**src/abx_pkg.sv**
```systemverilog
// package for the bias, excitation and status register bank
package abx_pkg;
   // ***********************************
   // register map (word indices and byte addresses)
   // ***********************************
   localparam logic [11:0] ABX_IDX_CTRL1   = 12'h030;
   localparam logic [11:0] ABX_IDX_EXC     = 12'h031;
   localparam logic [11:0] ABX_IDX_STAT    = 12'h032;
   localparam logic [11:0] ABX_IDX_IRQ_ST  = 12'h033;
   localparam logic [11:0] ABX_IDX_IRQ_MSK = 12'h034;
   localparam logic [11:0] ABX_ADDR_CTRL1   = {ABX_IDX_CTRL1[9:0], 2'h0};
   localparam logic [11:0] ABX_ADDR_EXC     = {ABX_IDX_EXC[9:0], 2'h0};
   localparam logic [11:0] ABX_ADDR_STAT    = {ABX_IDX_STAT[9:0], 2'h0};
   localparam logic [11:0] ABX_ADDR_IRQ_ST  = {ABX_IDX_IRQ_ST[9:0], 2'h0};
   localparam logic [11:0] ABX_ADDR_IRQ_MSK = {ABX_IDX_IRQ_MSK[9:0], 2'h0};

   // ***********************************
   // field positions and resets
   // ***********************************
   localparam int ABX_MON_LO  = 11;
   localparam int ABX_VBC_BIT = 6;
   localparam int ABX_MAG_LO  = 12;
   localparam int ABX_MUXB_LO = 8;
   localparam int ABX_MUXA_LO = 4;
   localparam int ABX_POR_BIT = 7;
   localparam int ABX_UV_BIT  = 6;
   localparam logic [3:0] ABX_MUX_RST  = 4'hF;
   localparam logic [3:0] ABX_MUX_LAST = 4'hC;
   localparam logic [3:0] ABX_MAG_LAST = 4'h9;
   localparam logic [1:0] ABX_MON_OFF  = 2'h0;
   localparam logic [1:0] ABX_MON_L0   = 2'h1;
   localparam logic [1:0] ABX_MON_BOTH = 2'h2;
   localparam logic [1:0] ABX_MON_L0PT = 2'h3;

   // decoded analog controls
   typedef struct packed {
      logic        common_en;
      logic [5:0]  input_en;
      logic [11:0] magnitude_ua;
      logic [15:0] source_a_onehot;
      logic [15:0] source_b_onehot;
      logic        ref_l0_en;
      logic        ref_l1_en;
   } abx_analog_s;

   // raw monitor inputs
   typedef struct packed {
      logic [3:0] overrange;
      logic       uvlo;
      logic [3:0] rail;
      logic       ref_l1;
      logic       ref_l0;
   } abx_mon_s;
endpackage : abx_pkg

```
**src/abx_regs.sv**
```systemverilog
// register bank for bias, excitation current and fault status
// ***********************************
// Summary of operation
// - common input bias enable routes bias to common input pin.
// - six bias enables connect bias to inputs 0..5; reset off.
// - magnitude field 15:12 of 0x31 drives both sources alike.
// - magnitude codes 0..9 map off, 10..2000 uA.
// - source A pin select 7:4, codes 0..12 pins, others off, reset F.
// - source B pin select 11:8 same as A, reset F.
// - status 11:8 report integrator stage over-range, reset 0.
// - power-on flag set at reset, held until software writes 1 to status 7.
// - status 6 read-only undervoltage flag, reset reads 1.
// - status 5,4 positive output near upper or lower rail.
// - status 3,2 negative output near upper or lower rail.
// - status 1 reference below a third of supply span.
// - status 0 reference below 0.3 V, missing reference.
// - monitor select field enables the reference comparators.
// ***********************************
//
// Implementation choice: the APB register port.
`timescale 1ns/1ns
module abx_regs
   import abx_pkg::*;
(
   // clock and reset
   input  wire logic        i_ref_clk,
   input  wire logic        i_rst,
   // apb slave
   input  wire logic        i_psel,
   input  wire logic        i_penable,
   input  wire logic        i_pwrite,
   input  wire logic [11:0] i_paddr,
   input  wire logic [31:0] i_pwdata,
   input  wire logic [3:0]  i_pstrb,
   output logic      [31:0] o_prdata,
   output logic             o_pready,
   output logic             o_pslverr,
   // analog monitors
   input  wire abx_mon_s    i_mon,
   // analog controls
   output abx_analog_s      o_analog,
   output logic             o_irq
);
   typedef enum logic [2:0] {
      ABX_IDLE   = 3'b001,
      ABX_ACCESS = 3'b010,
      ABX_DONE   = 3'b100
   } abx_state_e;

   abx_state_e  state;
   abx_state_e  next_state;
   logic [15:0] ctrl1;
   logic [15:0] exc;
   logic        por_flag;
   logic [15:0] irq_st;
   logic [15:0] irq_msk;
   abx_mon_s    mon_s1;
   abx_mon_s    mon_s2;
   logic [15:0] stat_prev;
   // undervoltage flag idles high, so its synchroniser resets high
   localparam abx_mon_s ABX_MON_RST = '{default: 1'b0, uvlo: 1'b1};

   // ***********************************
   // bus decode
   // ***********************************
   wire setup    = i_psel && !i_penable;
   wire acc      = i_psel && i_penable && (state == ABX_ACCESS);
   wire wr       = acc && i_pwrite;
   wire lo_ok    = i_pstrb[0];
   wire hi_ok    = i_pstrb[1];
   wire hit_c1   = (i_paddr == ABX_ADDR_CTRL1);
   wire hit_exc  = (i_paddr == ABX_ADDR_EXC);
   wire hit_stat = (i_paddr == ABX_ADDR_STAT);
   wire hit_ist  = (i_paddr == ABX_ADDR_IRQ_ST);
   wire hit_msk  = (i_paddr == ABX_ADDR_IRQ_MSK);
   wire mapped   = hit_c1 | hit_exc | hit_stat | hit_ist | hit_msk;
   wire wr_c1    = wr && hit_c1;
   wire wr_exc   = wr && hit_exc;
   wire wr_stat  = wr && hit_stat;
   wire wr_ist   = wr && hit_ist;
   wire wr_msk   = wr && hit_msk;

   always_comb begin
      next_state = state;
      unique case (state)
         ABX_IDLE:   if (setup) next_state = ABX_ACCESS;
         ABX_ACCESS: next_state = ABX_IDLE;
         ABX_DONE:   next_state = ABX_IDLE;
         default:    next_state = ABX_IDLE;
      endcase
   end

   always_ff @(posedge i_ref_clk or posedge i_rst) begin
      if (i_rst) state <= ABX_IDLE;
      else state <= next_state;
   end

   // one wait-free access cycle after setup
   assign o_pready  = (state == ABX_ACCESS);
   assign o_pslverr = acc && !mapped;

   // ***********************************
   // monitor synchroniser
   // ***********************************
   always_ff @(posedge i_ref_clk or posedge i_rst) begin
      if (i_rst) begin
         mon_s1 <= ABX_MON_RST;
         mon_s2 <= ABX_MON_RST;
      end else begin
         mon_s1 <= i_mon;
         mon_s2 <= mon_s1;
      end
   end

   // ***********************************
   // control registers
   // ***********************************
   always_ff @(posedge i_ref_clk or posedge i_rst) begin
      if (i_rst) begin
         ctrl1   <= 16'h0000;
         exc     <= {4'h0, ABX_MUX_RST, ABX_MUX_RST, 4'h0};
         irq_msk <= 16'h0000;
      end else begin
         if (wr_c1 && lo_ok) ctrl1[7:0] <= i_pwdata[7:0];
         if (wr_c1 && hi_ok) ctrl1[15:8] <= i_pwdata[15:8];
         if (wr_exc && lo_ok) exc[7:0] <= {i_pwdata[7:4], 4'h0};
         if (wr_exc && hi_ok) exc[15:8] <= i_pwdata[15:8];
         if (wr_msk && lo_ok) irq_msk[7:0] <= i_pwdata[7:0];
         if (wr_msk && hi_ok) irq_msk[15:8] <= i_pwdata[15:8];
      end
   end

   // ***********************************
   // status and monitor gating
   // ***********************************
   wire [1:0] mon_sel = ctrl1[ABX_MON_LO+:2];
   wire l0_en = (mon_sel == ABX_MON_L0) || (mon_sel == ABX_MON_BOTH)
                || (mon_sel == ABX_MON_L0PT);
   wire l1_en = (mon_sel == ABX_MON_BOTH);
   wire por_clr = wr_stat && lo_ok && i_pwdata[ABX_POR_BIT];

   wire [15:0] stat = {4'h0,
                       mon_s2.overrange,
                       por_flag,
                       mon_s2.uvlo,
                       mon_s2.rail,
                       mon_s2.ref_l1 && l1_en,
                       mon_s2.ref_l0 && l0_en};
   wire [15:0] rise = stat & ~stat_prev;
   wire [15:0] clr_lo = (wr_ist && lo_ok) ? {8'h00, i_pwdata[7:0]}
                                          : 16'h0000;
   wire [15:0] clr_hi = (wr_ist && hi_ok) ? {i_pwdata[15:8], 8'h00}
                                          : 16'h0000;
   // set wins over write-one clear
   wire [15:0] next_irq_st = (irq_st & ~(clr_lo | clr_hi)) | rise;

   always_ff @(posedge i_ref_clk or posedge i_rst) begin
      if (i_rst) begin
         por_flag  <= 1'b1;
         stat_prev <= 16'h00C0;
         irq_st    <= 16'h0000;
      end else begin
         if (por_clr) por_flag <= 1'b0;
         stat_prev <= stat;
         irq_st <= next_irq_st;
      end
   end

   assign o_irq = |(irq_st & irq_msk);

   // ***********************************
   // read data
   // ***********************************
   wire [15:0] rd_mux = hit_c1   ? ctrl1 :
                        hit_exc  ? exc :
                        hit_stat ? stat :
                        hit_ist  ? irq_st :
                        hit_msk  ? irq_msk : 16'h0000;

   always_ff @(posedge i_ref_clk or posedge i_rst) begin
      if (i_rst) o_prdata <= 32'h0000_0000;
      else if (setup && !i_pwrite) o_prdata <= {16'h0000, rd_mux};
   end

   // ***********************************
   // analog control decode
   // ***********************************
   function automatic logic [11:0] mag_ua(input logic [3:0] code);
      unique case (code)
         4'h0:    mag_ua = 12'd0;
         4'h1:    mag_ua = 12'd10;
         4'h2:    mag_ua = 12'd50;
         4'h3:    mag_ua = 12'd100;
         4'h4:    mag_ua = 12'd250;
         4'h5:    mag_ua = 12'd500;
         4'h6:    mag_ua = 12'd750;
         4'h7:    mag_ua = 12'd1000;
         4'h8:    mag_ua = 12'd1500;
         4'h9:    mag_ua = 12'd2000;
         default: mag_ua = 12'd0;
      endcase
   endfunction : mag_ua

   function automatic logic [15:0] pin_sel(input logic [3:0] code);
      pin_sel = (code <= ABX_MUX_LAST) ? (16'h0001 << code) : 16'h0000;
   endfunction : pin_sel

   always_ff @(posedge i_ref_clk or posedge i_rst) begin
      if (i_rst) o_analog <= '0;
      else begin
         o_analog.common_en       <= ctrl1[ABX_VBC_BIT];
         o_analog.input_en        <= ctrl1[5:0];
         o_analog.magnitude_ua    <= mag_ua(exc[ABX_MAG_LO+:4]);
         o_analog.source_a_onehot <= pin_sel(exc[ABX_MUXA_LO+:4]);
         o_analog.source_b_onehot <= pin_sel(exc[ABX_MUXB_LO+:4]);
         o_analog.ref_l0_en       <= l0_en;
         o_analog.ref_l1_en       <= l1_en;
      end
   end
endmodule : abx_regs
```
**config.mk**
```make
export PLATFORM = sky130hd
export DESIGN_NAME = abx_regs
export DESIGN_NICKNAME = d
export VERILOG_FILES = /design/src/abx_pkg.sv /design/src/abx_regs.sv
export SDC_FILE = /design/constraint.sdc
export NUM_CORES = 1
export LEC_CHECK = 0
export BUFFER_PORTS_ARGS = -buffer_cell sky130_fd_sc_hd__buf_2
export CORE_MARGIN = 3
export CORE_UTILIZATION = 25
export CTS_BUF_LIST = sky130_fd_sc_hd__clkbuf_8
export DETAILED_ROUTE_END_ITERATION = 12
export PLACE_DENSITY = 0.49
export SLEW_MARGIN = 20
export SYNTH_ARGS = -nofsm -noshare
export SYNTH_HDL_FRONTEND = slang
export SYNTH_SLANG_ARGS = --single-unit
```
**constraint.sdc**
```tcl
create_clock -name i_ref_clk -period 6.6 [get_ports i_ref_clk]
set_input_delay 0.66 -clock i_ref_clk [delete_from_list [all_inputs] [get_ports i_ref_clk]]
set_output_delay 0.66 -clock i_ref_clk [all_outputs]
set_load 0.05 [all_outputs]
```
==> run metrics, run 1 <==
Clock Pin Slew Worst Setup and Hold Paths=0.10 ns; number of diodes=0; Final HPWL DP=12,200 um; portion of the clock cycle consumed by the worst path in the final layout=0.418; kind of capture point of the worst setup path=output pin; Worst Min Path Start=i_mon[6]; Initial Util=0.256; final instance area=7990 sq um; number of antenna violations at the first check in global routing=0; Largest stage delay, worst path=0.48 ns; RSZ-0062 raised after global routing=false; transition at the pin with the smallest max-transition slack=0.945 ns; routed len/inst=18.0 um; routability-driven placement congestion ratio=0.759; Resized Gates After CTS=0; wire length of the first global-routing pass=27,700 um; most common cell after layout, fill and taps aside=dfrtp_1; top cell type by total area after synthesis=dfrtp_1; fraction of layout instances using a drive strength above 1=0.370; quantity of I/O buffers inserted on ports=115; family of cells with the greatest summed delay on the critical path=simple AND/OR/NAND/NOR gates; detailed-route vias per instance=4.47; Cell Pwr Density=234 nW/um^2; Leakage=0.00397 uW; clock tree from TritonCTS=yes; CTS H-tree depth=4; buffers plus inverters on the worst setup path=2; synthesized flop and latch total=164; number of cell rows=59; cell breakdown of the critical path=buf_2 -> nor4b_2 -> nand2_1 -> o21a_1 -> buf_2; overall track demand over capacity in global routing=0.126; WL final=17,700 um; post-synthesis cell type count=55; top cell type's share of synthesized area=0.559; Post-DP Area=7590 sq um; share of async-settable or async-resettable flops after synthesis=1.00; Num Clock Sinks=164; reg-to-reg startpoint=state[0]; category of the worst setup path launch point=input pin; vias in the first global route=4,607; maximum buffer depth of the clock tree=2; worst-case clock skew=0.0115 ns; count of flip-flops with a built-in enable after synthesis=0; core area=26,200 sq um; cell chosen for the clock root=clkbuf_8; number of synthesis warnings=0; maximum clock rate=362 MHz; crit path max-delay cell type=nor4b_2; beginning of the critical path=i_paddr[10]; Syn Area/Cell=12.9 sq um; DP Worst Slack=3.48 ns; worst rel slew slack=0.366; number of cells produced by synthesis=520; TritonCTS buffer count=17; horizontal die dimension=170 um; area grow syn2layout=19.1%; hold violation count in the final report=0; clock latency on the worst-skew pair=0.46 ns; first-pass iteration count of the detailed router=5; DRC marker count from the first detailed-route iteration=286; PnR Total Power=1870 uW; worst hold path class=input pin to flip-flop; post-CTS setup buffers=0; Die H=170 um; commonest cells after routing, fill and taps aside=dfrtp_1 (150), buf_2 (115), mux2_2 (48); maximum resistive drop on vdd=99.0 uV; fin worst setup slack=3.84 ns; main flop type after synthesis=dfrtp_1; non-filler instance count after layout=984; Detail Route Antenna Nets=0; netlist area before placement=6710 sq um; top post-synthesis cells by area=dfrtp_1 (56%), mux2_2 (8.1%), dfstp_2 (5.5%); outcome=complete, no violations; sum of negative setup slack=0 ns; category of the critical setup timing path=input pin to output pin; placed cell count=952; post-route minimum period=2.76 ns; sequential element share of the synthesized area=0.614; Layout Nets=705; I/O Pins=152; total count of max-transition violations in the final report=0; die area=28,800 sq um; Maximum Capacitance Violations=0; GR Overflow Total=0; pin count of the biggest net entering global routing=105; post-cts hold buffer count=0; data arrival time of the critical path=2.10 ns; final setup violating endpoints=0; final routed DRC violation total=0; vias after detailed routing=4,400; required arrival time at the worst endpoint=5.94 ns; largest fanout on the critical path=4; Top cell by count, worst path=buf_2
[final timing paths]
path | endpoint | slack [ns] | cells past startpoint
setup / recovery | o_pslverr | 3.84 | 5
hold / removal | mon_s1[6] | 0.29 | 1
setup reg to reg | irq_msk[3] | 4.21 | 4
hold reg to reg | mon_s2[8] | 0.35 | 0
max in group asynchronous | o_prdata[9] | 4.85 | 3
min in group asynchronous | o_analog[31] | 0.39 | 2
[metrics by stage]
step | utilization | hold WS (ns)
floorplan | - | 0.331
global placement | 0.290 | 0.333
detailed placement | 0.290 | 0.335
CTS | 0.305 | 0.251
global route | 0.305 | 0.249
finish | 0.305 | 0.286
[cell usage after synthesis (all sizes together), types with 2 or more instances]
cell       n
a21o       2
dfstp     14
nand4      3
inv       18
nor2      18
a21boi     4
mux2      48
buf       26
nor3b      4
dfrtp    150
a221oi     8
nand3     30
clkbuf    18
and2       5
nand3b     2
nand2     35
a22o      17
and3       7
nor4       5
o2bb2ai    6
nand2b    12
ha         5
o21ai      9
or2        2
mux2i     15
nor3      19
o221a      7
o211ai     3
nor2b      4
a221o      5
a2bb2oi    6
[power by group]
part           leakage, uW  total [uW]  internal [uW]  switching (uW)
combinational      0.00167         110           22.8            87.0
sequential         0.00210        1020           1020            5.37
clock             0.000197         736            288             448
[sequential cells by signal (all words and copies together), names as in the netlist]
register,count
por_flag,1
o_analog,51
o_prdata,16
irq_msk,16
ctrl1,16
stat_prev,12
state,2
mon_s1,11
exc,12
mon_s2,11
irq_st,16
[area by class of cell]
type	count	area [sq um]
multi-input cells	317	2380
fillers	2717	18200
clock inverters	15	164
flip-flops and latches	164	4120
well taps	335	419
clock buffers	17	234
repair buffers	118	598
inverters	18	72.6
[kinds of logic after synthesis]
logic type,count (synthesis),synth area share
other,1,0.000559
muxes,63,0.103
buffers and inverters,62,0.0472
adders and majority gates,5,0.00932
and+or+nand+nor,152,0.134
DFF,164,0.614
AOI/OAI and AO/OA,73,0.0915
[per-layer routing]
metal / track usage / up-vias / routed length, um
met2: 0.192 / 137 / 7940
met1: 0.180 / 2199 / 8580
met4: 0.0299 / 0 / 150
li1: - / 2050 / -
met3: 0.0337 / 14 / 1000
met5: 0 / - / 0
Power figures use the tool's default switching activity.
==> run 2, diff against run 1 <==
==> constraint.sdc (replaced) <==
create_clock -name i_ref_clk -period 2.85 [get_ports i_ref_clk]
set_input_delay 0.285 -clock i_ref_clk [delete_from_list [all_inputs] [get_ports i_ref_clk]]
set_output_delay 0.285 -clock i_ref_clk [all_outputs]
set_load 0.05 [all_outputs]
==> run 2 against run 1 <==
  * Combinational power grew to 2.6 times the previous value
  * Wire length up 2.8%
  * Die area did not move
  * Critical path depth decreased by 1
  * Sequential share of layout area fell by 1.6 points
  * Hold slack got worse by 0.25 ns
  * Clock power increased by 140%
  * Via count up 1.9%
  * Sequential cell count unchanged
  * Total power increased by 140%
  * Highest routed layer unchanged
  * Setup slack worse by 3.4 ns
  * Critical endpoint is now o_irq
==> run metrics, run 2 (synthesis results as in run 1) <==
endpoint of the worst register-to-register path=ctrl1[11] (was irq_msk[3]); fraction of layout instances using a drive strength above 1=0.373 (was 0.370); vias after detailed routing=4,482 (was 4,400); most common cell after layout, fill and taps aside=dfrtp_1 (unchanged); DRC marker count from the first detailed-route iteration=268 (was 286); die area=28,800 sq um (unchanged); RSZ-0062 raised after global routing=false (unchanged); Maximum Capacitance Violations=0 (unchanged); beginning of the critical path=irq_st[7] (was i_paddr[10]); final routed DRC violation total=0 (unchanged); commonest cells after routing, fill and taps aside=dfrtp_1 (150), buf_2 (115), mux2_2 (48) (unchanged); final instance area=8250 sq um (was 7990 sq um); Post-DP Area=7710 sq um (was 7590 sq um); quantity of I/O buffers inserted on ports=115 (unchanged); final-layout fill cell count=2,683 (was 2,717); DP Worst Slack=0.493 ns (was 3.48 ns); maximum resistive drop on vdd=313 uV (was 99.0 uV); outcome=complete, no violations (unchanged); Resized Gates After CTS=0 (unchanged); transition at the pin with the smallest max-transition slack=0.673 ns (was 0.945 ns); I/O Pins=152 (unchanged); end point of the critical path=o_irq (was o_pslverr); flip-flop and latch area=4120 sq um (unchanged); reg-to-reg setup timing slack=0.72 ns (was 4.21 ns); vias in the first global route=4,649 (was 4,607); routability-driven placement congestion ratio=0.774 (was 0.759); Initial Util=0.256 (unchanged); final setup violating endpoints=0 (unchanged); Layout Nets=732 (was 705); horizontal die dimension=170 um (unchanged); worst r2r path cells=4 (unchanged); portion of the clock cycle consumed by the worst path in the final layout=0.843; hold violation count in the final report=0 (unchanged); Die H=170 um (unchanged); core area=26,200 sq um (unchanged); CTS H-tree depth=4 (unchanged); reg-to-reg startpoint=state[0] (unchanged); GR Overflow Total=0 (unchanged); Detail Route Antenna Nets=0 (unchanged); overall track demand over capacity in global routing=0.130 (was 0.126); clock latency on the worst-skew pair=0.47 ns (was 0.46 ns); area grow syn2layout=22.9% (was 19.1%); data arrival time of the critical path=2.12 ns (was 2.10 ns); wire length of the first global-routing pass=28,400 um (was 27,700 um); category of the worst setup path launch point=flip-flop (was input pin); Cell Pwr Density=540 nW/um^2 (was 234 nW/um^2); cell chosen for the clock root=clkbuf_8 (unchanged); post-route minimum period=2.40 ns; fin worst setup slack=0.448 ns (was 3.84 ns); final standard cell utilization of the core=0.315 (was 0.305); number of diodes=0 (unchanged); Final HPWL DP=13,000 um (was 12,200 um); Clock Pin Slew Worst Setup and Hold Paths=0.09 ns (was 0.10 ns); worst-case clock skew=0.0173 ns (was 0.0115 ns); maximum buffer depth of the clock tree=2 (unchanged); number of flip-flops under the largest register name=51 (unchanged); pin count of the biggest net entering global routing=58 (was 105); WL final=18,200 um (was 17,700 um); number of cell rows=59 (unchanged); total count of max-transition violations in the final report=0 (unchanged); multi-input combinational cell area=2360 sq um (was 2380 sq um); largest fanout on the critical path=3 (was 4); first-pass iteration count of the detailed router=5 (unchanged); Leakage=0.00409 uW (was 0.00397 uW); worst rel slew slack=0.547 (was 0.366); routed len/inst=18.0 um (about the same); required arrival time at the worst endpoint=2.57 ns (was 5.94 ns); Final Hold Slack=0.0367 ns (was 0.286 ns); Num Clock Sinks=164 (unchanged); worst hold path class=input pin to flip-flop (unchanged); detailed-route vias per instance=4.43 (was 4.47); category of the critical setup timing path=flip-flop to output pin (was input pin to output pin); sum of negative setup slack=0 ns (unchanged); kind of capture point of the worst setup path=output pin (unchanged); TritonCTS buffer count=17 (unchanged); clock tree from TritonCTS=yes (unchanged); Most flops, register=o_analog (unchanged); number of antenna violations at the first check in global routing=0 (unchanged); maximum clock rate=416 MHz
run 2: per-layer routing:
metal  vias to the layer above  global-route usage  part of all wire
met5                         -                   0                 0
met4                         0              0.0295            0.0084
met3                         9              0.0307             0.052
met2                       133               0.196              0.46
met1                      2236               0.190              0.48
li1                       2104                   -                 -
run 2: worst min-delay path by stage:
stage,startpoint,to,slack [ns],cells past startpoint
6_report,i_pwdata[7],por_flag,0.04,2
5_1_grt,i_pwdata[7],por_flag,0.008,2
4_1_cts,i_pwdata[7],por_flag,0.005,2
3_5_place_dp,mon_s1[10],mon_s2[10],0.33,0
3_3_place_gp,mon_s1[2],mon_s2[2],0.33,0
2_1_floorplan,i_mon[6],mon_s1[6],0.29,0
run 2: cell type report:
cell class / instances / area share
Clock buffer: 17 / 0.0284
Clock inverter: 15 / 0.0223
Inverter: 18 / 0.00865
Multi-Input combinational cell: 317 / 0.286
Sequential cell: 164 / 0.500
Tap cell: 335 / 0.0508
Timing Repair Buffer: 145 / 0.104
run 2: through the flow:
| step | total power [uW] | std cells |
|---|---|---|
| CTS | 4540 | 1011 |
| detailed placement | 2690 | 967 |
| floorplan | 2600 | 543 |
| global placement | 2690 | 967 |
| finish | 4450 | 1011 |
| global route | 4680 | 1011 |
run 2: what timing repair did:
action,4_1_cts,5_1_grt
setup buffers,0,0
hold endpoints to repair,30,0
hold buffers,12,0
run 2: report_power, final:
| part | switching [uW] | internal (uW) |
|---|---|---|
| registers | 13.2 | 2360 |
| logic | 206 | 74.6 |
| clock network | 987 | 817 |
| total | 1210 | 3250 |
run 2: critical path, cell delays in order (launching register included):
cell,delay (ns)
dfrtp_1,0.42
a22o_1,0.27
a221oi_1,0.41
nand4_1,0.27
buf_2,0.29
==> run 3, diff against run 2 <==
--- a/config.mk
+++ b/config.mk
@@ -5,12 +5,13 @@
 export SDC_FILE = /design/constraint.sdc
 export NUM_CORES = 1
 export LEC_CHECK = 0
+export ABC_AREA = 1
 export BUFFER_PORTS_ARGS = -buffer_cell sky130_fd_sc_hd__buf_2
 export CORE_MARGIN = 3
 export CORE_UTILIZATION = 25
 export CTS_BUF_LIST = sky130_fd_sc_hd__clkbuf_8
 export DETAILED_ROUTE_END_ITERATION = 12
-export PLACE_DENSITY = 0.49
+export PLACE_DENSITY = 0.5
 export SLEW_MARGIN = 20
 export SYNTH_ARGS = -nofsm -noshare
 export SYNTH_HDL_FRONTEND = slang
==> constraint.sdc (replaced) <==
create_clock -name i_ref_clk -period 2.16 [get_ports i_ref_clk]
set_input_delay 0.216 -clock i_ref_clk [delete_from_list [all_inputs] [get_ports i_ref_clk]]
set_output_delay 0.216 -clock i_ref_clk [all_outputs]
set_load 0.05 [all_outputs]
==> run 3 against run 2 <==
  * Clock skew down 0.0011 ns
  * Global-route usage is 0.39 points lower
  * First-iteration DRC count rose by 4.1%
  * Clock-buffer cell count is 3 higher
  * Final cell count up 19%
  * Sequential cell count is the same
  * Critical path depth is 1 higher
  * Register-to-register slack worse by 0.33 ns
  * Setup slack worse by 0.29 ns
  * Area after synthesis is 2.4% higher
  * Largest cell class unchanged
==> run metrics, run 3 <==
largest fanout on the critical path=3 (unchanged); number of cell rows=60 (was 59); maximum clock rate=498 MHz; Largest stage delay, worst path=0.41 ns (was 0.42 ns); number of cells produced by synthesis=700 (was 520); top cell type by total area after synthesis=dfrtp_1 (unchanged); top post-synthesis cells by area=dfrtp_1 (55%), nand2_1 (9.2%), dfstp_2 (5.4%) (was dfrtp_1 (56%), mux2_2 (8.1%), dfstp_2 (5.5%)); count of flip-flops with a built-in enable after synthesis=0 (unchanged); part of the total power dissipated in sequential elements=0.541 (was 0.532); transition at the pin with the smallest max-transition slack=0.523 ns (was 0.673 ns); wire length of the first global-routing pass=28,400 um (about the same); Die H=172 um (was 170 um); netlist area before placement=6870 sq um (was 6710 sq um); main flop type after synthesis=dfrtp_1 (unchanged); detailed-route vias per instance=4.17 (was 4.43); fraction of layout instances using a drive strength above 1=0.268 (was 0.373); vias after detailed routing=5,036 (was 4,482); post-CTS setup buffers=0 (unchanged); part of the total power dissipated in the clock network=0.394 (was 0.405); sum of negative setup slack=0 ns (unchanged); most instantiated library cell after synthesis=nand2_1 (was dfrtp_1); number of diodes=0 (unchanged); family of cells with the greatest summed delay on the critical path=flip-flops (was compound AO/OA/AOI/OAI gates); Stages on worst setup path=5 (was 4); WL final=17,900 um (was 18,200 um); portion of the clock cycle consumed by the worst path in the final layout=0.929; GR Overflow Total=0 (unchanged); most common cell after layout, fill and taps aside=nand2_1 (was dfrtp_1); number of synthesis warnings=0 (unchanged); overall track demand over capacity in global routing=0.126 (was 0.130); cell breakdown of the critical path=a22o_1 -> nor4_1 -> buf_4 -> nand3_1 -> buf_2 (was a22o_1 -> a221oi_1 -> nand4_1 -> buf_2); crit path max-delay cell type=dfrtp_1 (unchanged); quantity of I/O buffers inserted on ports=115 (unchanged); DRC marker count from the first detailed-route iteration=279 (was 268); die area=29,500 sq um (was 28,800 sq um); DP Worst Slack=0.323 ns (was 0.493 ns); share of total power in combinational logic=0.065 (was 0.063); category of the critical setup timing path=flip-flop to output pin (unchanged); Final HPWL DP=12,900 um (was 13,000 um); total count of max-transition violations in the final report=0 (unchanged); RSZ-0062 raised after global routing=false (unchanged); Maximum Capacitance Violations=0 (unchanged); Cell Pwr Density=686 nW/um^2 (was 540 nW/um^2); worst r2r path cells=7 (was 4); internal power=4320 uW (was 3250 uW); maximum resistive drop on vdd=322 uV (was 313 uV); vias in the first global route=5,086 (was 4,649); core area=27,000 sq um (was 26,200 sq um); CTS H-tree depth=4 (unchanged); commonest cells after routing, fill and taps aside=nand2_1 (169), dfrtp_1 (150), buf_2 (114) (was dfrtp_1 (150), buf_2 (115), mux2_2 (48)); cell chosen for the clock root=clkbuf_8 (unchanged); clock latency on the worst-skew pair=0.46 ns (was 0.47 ns); Leakage=0.00435 uW (was 0.00409 uW); I/O Pins=152 (unchanged); leading post-synthesis cells by instance count=nand2_1 (169), dfrtp_1 (150), inv_1 (78) (was dfrtp_1 (150), mux2_2 (48), nand2_1 (35)); Num Clock Sinks=164 (unchanged); Detail Route Antenna Nets=0 (unchanged); fin worst setup slack=0.154 ns (was 0.448 ns); final routed DRC violation total=0 (unchanged); outcome=complete, no violations (unchanged); Initial Util=0.255 (was 0.256); top cell type's share of synthesized area=0.546 (was 0.559); worst rel slew slack=0.650 (was 0.547); buffers plus inverters on the worst setup path=2 (was 1); Net Sw Power=1470 uW (was 1210 uW); Layout Nets=923 (was 732); share of async-settable or async-resettable flops after synthesis=1.00 (unchanged); Final Hold Slack=0.0392 ns (was 0.0367 ns); Clock Pin Slew Worst Setup and Hold Paths=0.09 ns (about the same); switching part of the total=0.254 (was 0.271); worst hold path class=input pin to flip-flop (unchanged); area grow syn2layout=22.8% (was 22.9%); routed len/inst=14.8 um (was 18.0 um); Syn Area/Cell=9.82 sq um (was 12.9 sq um); sequential element share of the synthesized area=0.600 (was 0.614); first-pass iteration count of the detailed router=4 (was 5); category of the worst setup path launch point=flip-flop (unchanged); synthesized flop and latch total=164 (unchanged); Most flops, register=o_analog (unchanged); data arrival time of the critical path=1.79 ns (was 2.12 ns); kind of capture point of the worst setup path=output pin (unchanged); routability-driven placement congestion ratio=0.822 (was 0.774); post-route minimum period=2.01 ns; worst-case clock skew=0.0162 ns (was 0.0173 ns); post-synthesis cell type count=37 (was 55); hold depth=3 (was 2); final-layout fill cell count=2,823 (was 2,683); pin count of the biggest net entering global routing=84 (was 58); clock tree from TritonCTS=yes (unchanged); TritonCTS buffer count=17 (unchanged); final standard cell utilization of the core=0.313 (was 0.315); maximum buffer depth of the clock tree=2 (unchanged); required arrival time at the worst endpoint=1.94 ns (was 2.57 ns); horizontal die dimension=172 um (was 170 um); final setup violating endpoints=0 (unchanged); number of antenna violations at the first check in global routing=1 (was 0); number of flip-flops under the largest register name=51 (unchanged); hold violation count in the final report=0 (unchanged)
[run 3: power groups by stage]
stage / registers, uW / logic, uW / clock network (uW)
2_1_floorplan: 3230 / 217 / 0
3_3_place_gp: 3190 / 367 / 0
3_5_place_dp: 3190 / 368 / 0
4_1_cts: 3130 / 387 / 2370
5_1_grt: 3140 / 419 / 2500
6_report: 3130 / 377 / 2280
[run 3: per-stage QoR]
stage	cell area (sq um)	total power, uW	instances
floorplan	6980	3450	723
global placement	7910	3560	1163
detailed placement	7910	3560	1163
CTS	8440	5890	1208
global route	8440	6060	1208
finish	8440	5790	1208
[run 3: final cells by class]
| type | count | area, sq um | area share |
|---|---|---|---|
| timing repair buffer | 144 | 853 | 0.101 |
| inverter | 82 | 314 | 0.0372 |
| sequential | 164 | 4120 | 0.488 |
| clock inverter | 12 | 130 | 0.0154 |
| tap | 341 | 427 | 0.0505 |
| multi-input combinational | 445 | 2320 | 0.275 |
| clock buffer | 20 | 275 | 0.0326 |
[run 3: final timing paths]
kind                           start      endpoint  slack (ns)
max                        irq_st[6]         o_irq        0.15
min reg2reg                mon_s1[5]     mon_s2[5]        0.35
max in group asynchronous      i_rst       exc[10]        1.28
min in group asynchronous      i_rst  o_analog[17]        0.19
min                        i_penable      state[0]        0.04
max reg2reg                 state[1]     irq_st[1]        0.39
[run 3: cells by family after synthesis]
logic type / count (synthesis) / synth area share
AO/OA/AOI/OAI: 98 / 0.0863
buffers and inverters: 114 / 0.0772
AND/OR/NAND/NOR: 318 / 0.227
other: 1 / 0.000546
flip-flops: 164 / 0.600
adder cells (fa/ha/maj): 5 / 0.00910
[run 3: timing repair]
| item | CTS | global route |
|---|---|---|
| endpoints found under the hold margin | 162 | 0 |
| hold buffers | 13 | 0 |
| gates cloned | 0 | 0 |
| gates resized for setup | 1 | 0 |
| pin swaps | 0 | 1 |
| endpoints found under the setup margin | 1 | 1 |
[run 3: per-layer routing]
layer | GRT usage | up-vias | routed length (um)
met5 | 0 | - | 7
met4 | 0.0469 | 2 | 322
met3 | 0.0301 | 27 | 904
met2 | 0.190 | 131 | 7920
met1 | 0.177 | 2357 | 8700
li1 | - | 2519 | -
[run 3: worst min-delay path, delay by kind of cell]
family                 cells  cell delay (ns)
buffers and inverters      1             0.10
AND/OR/NAND/NOR            2             0.15
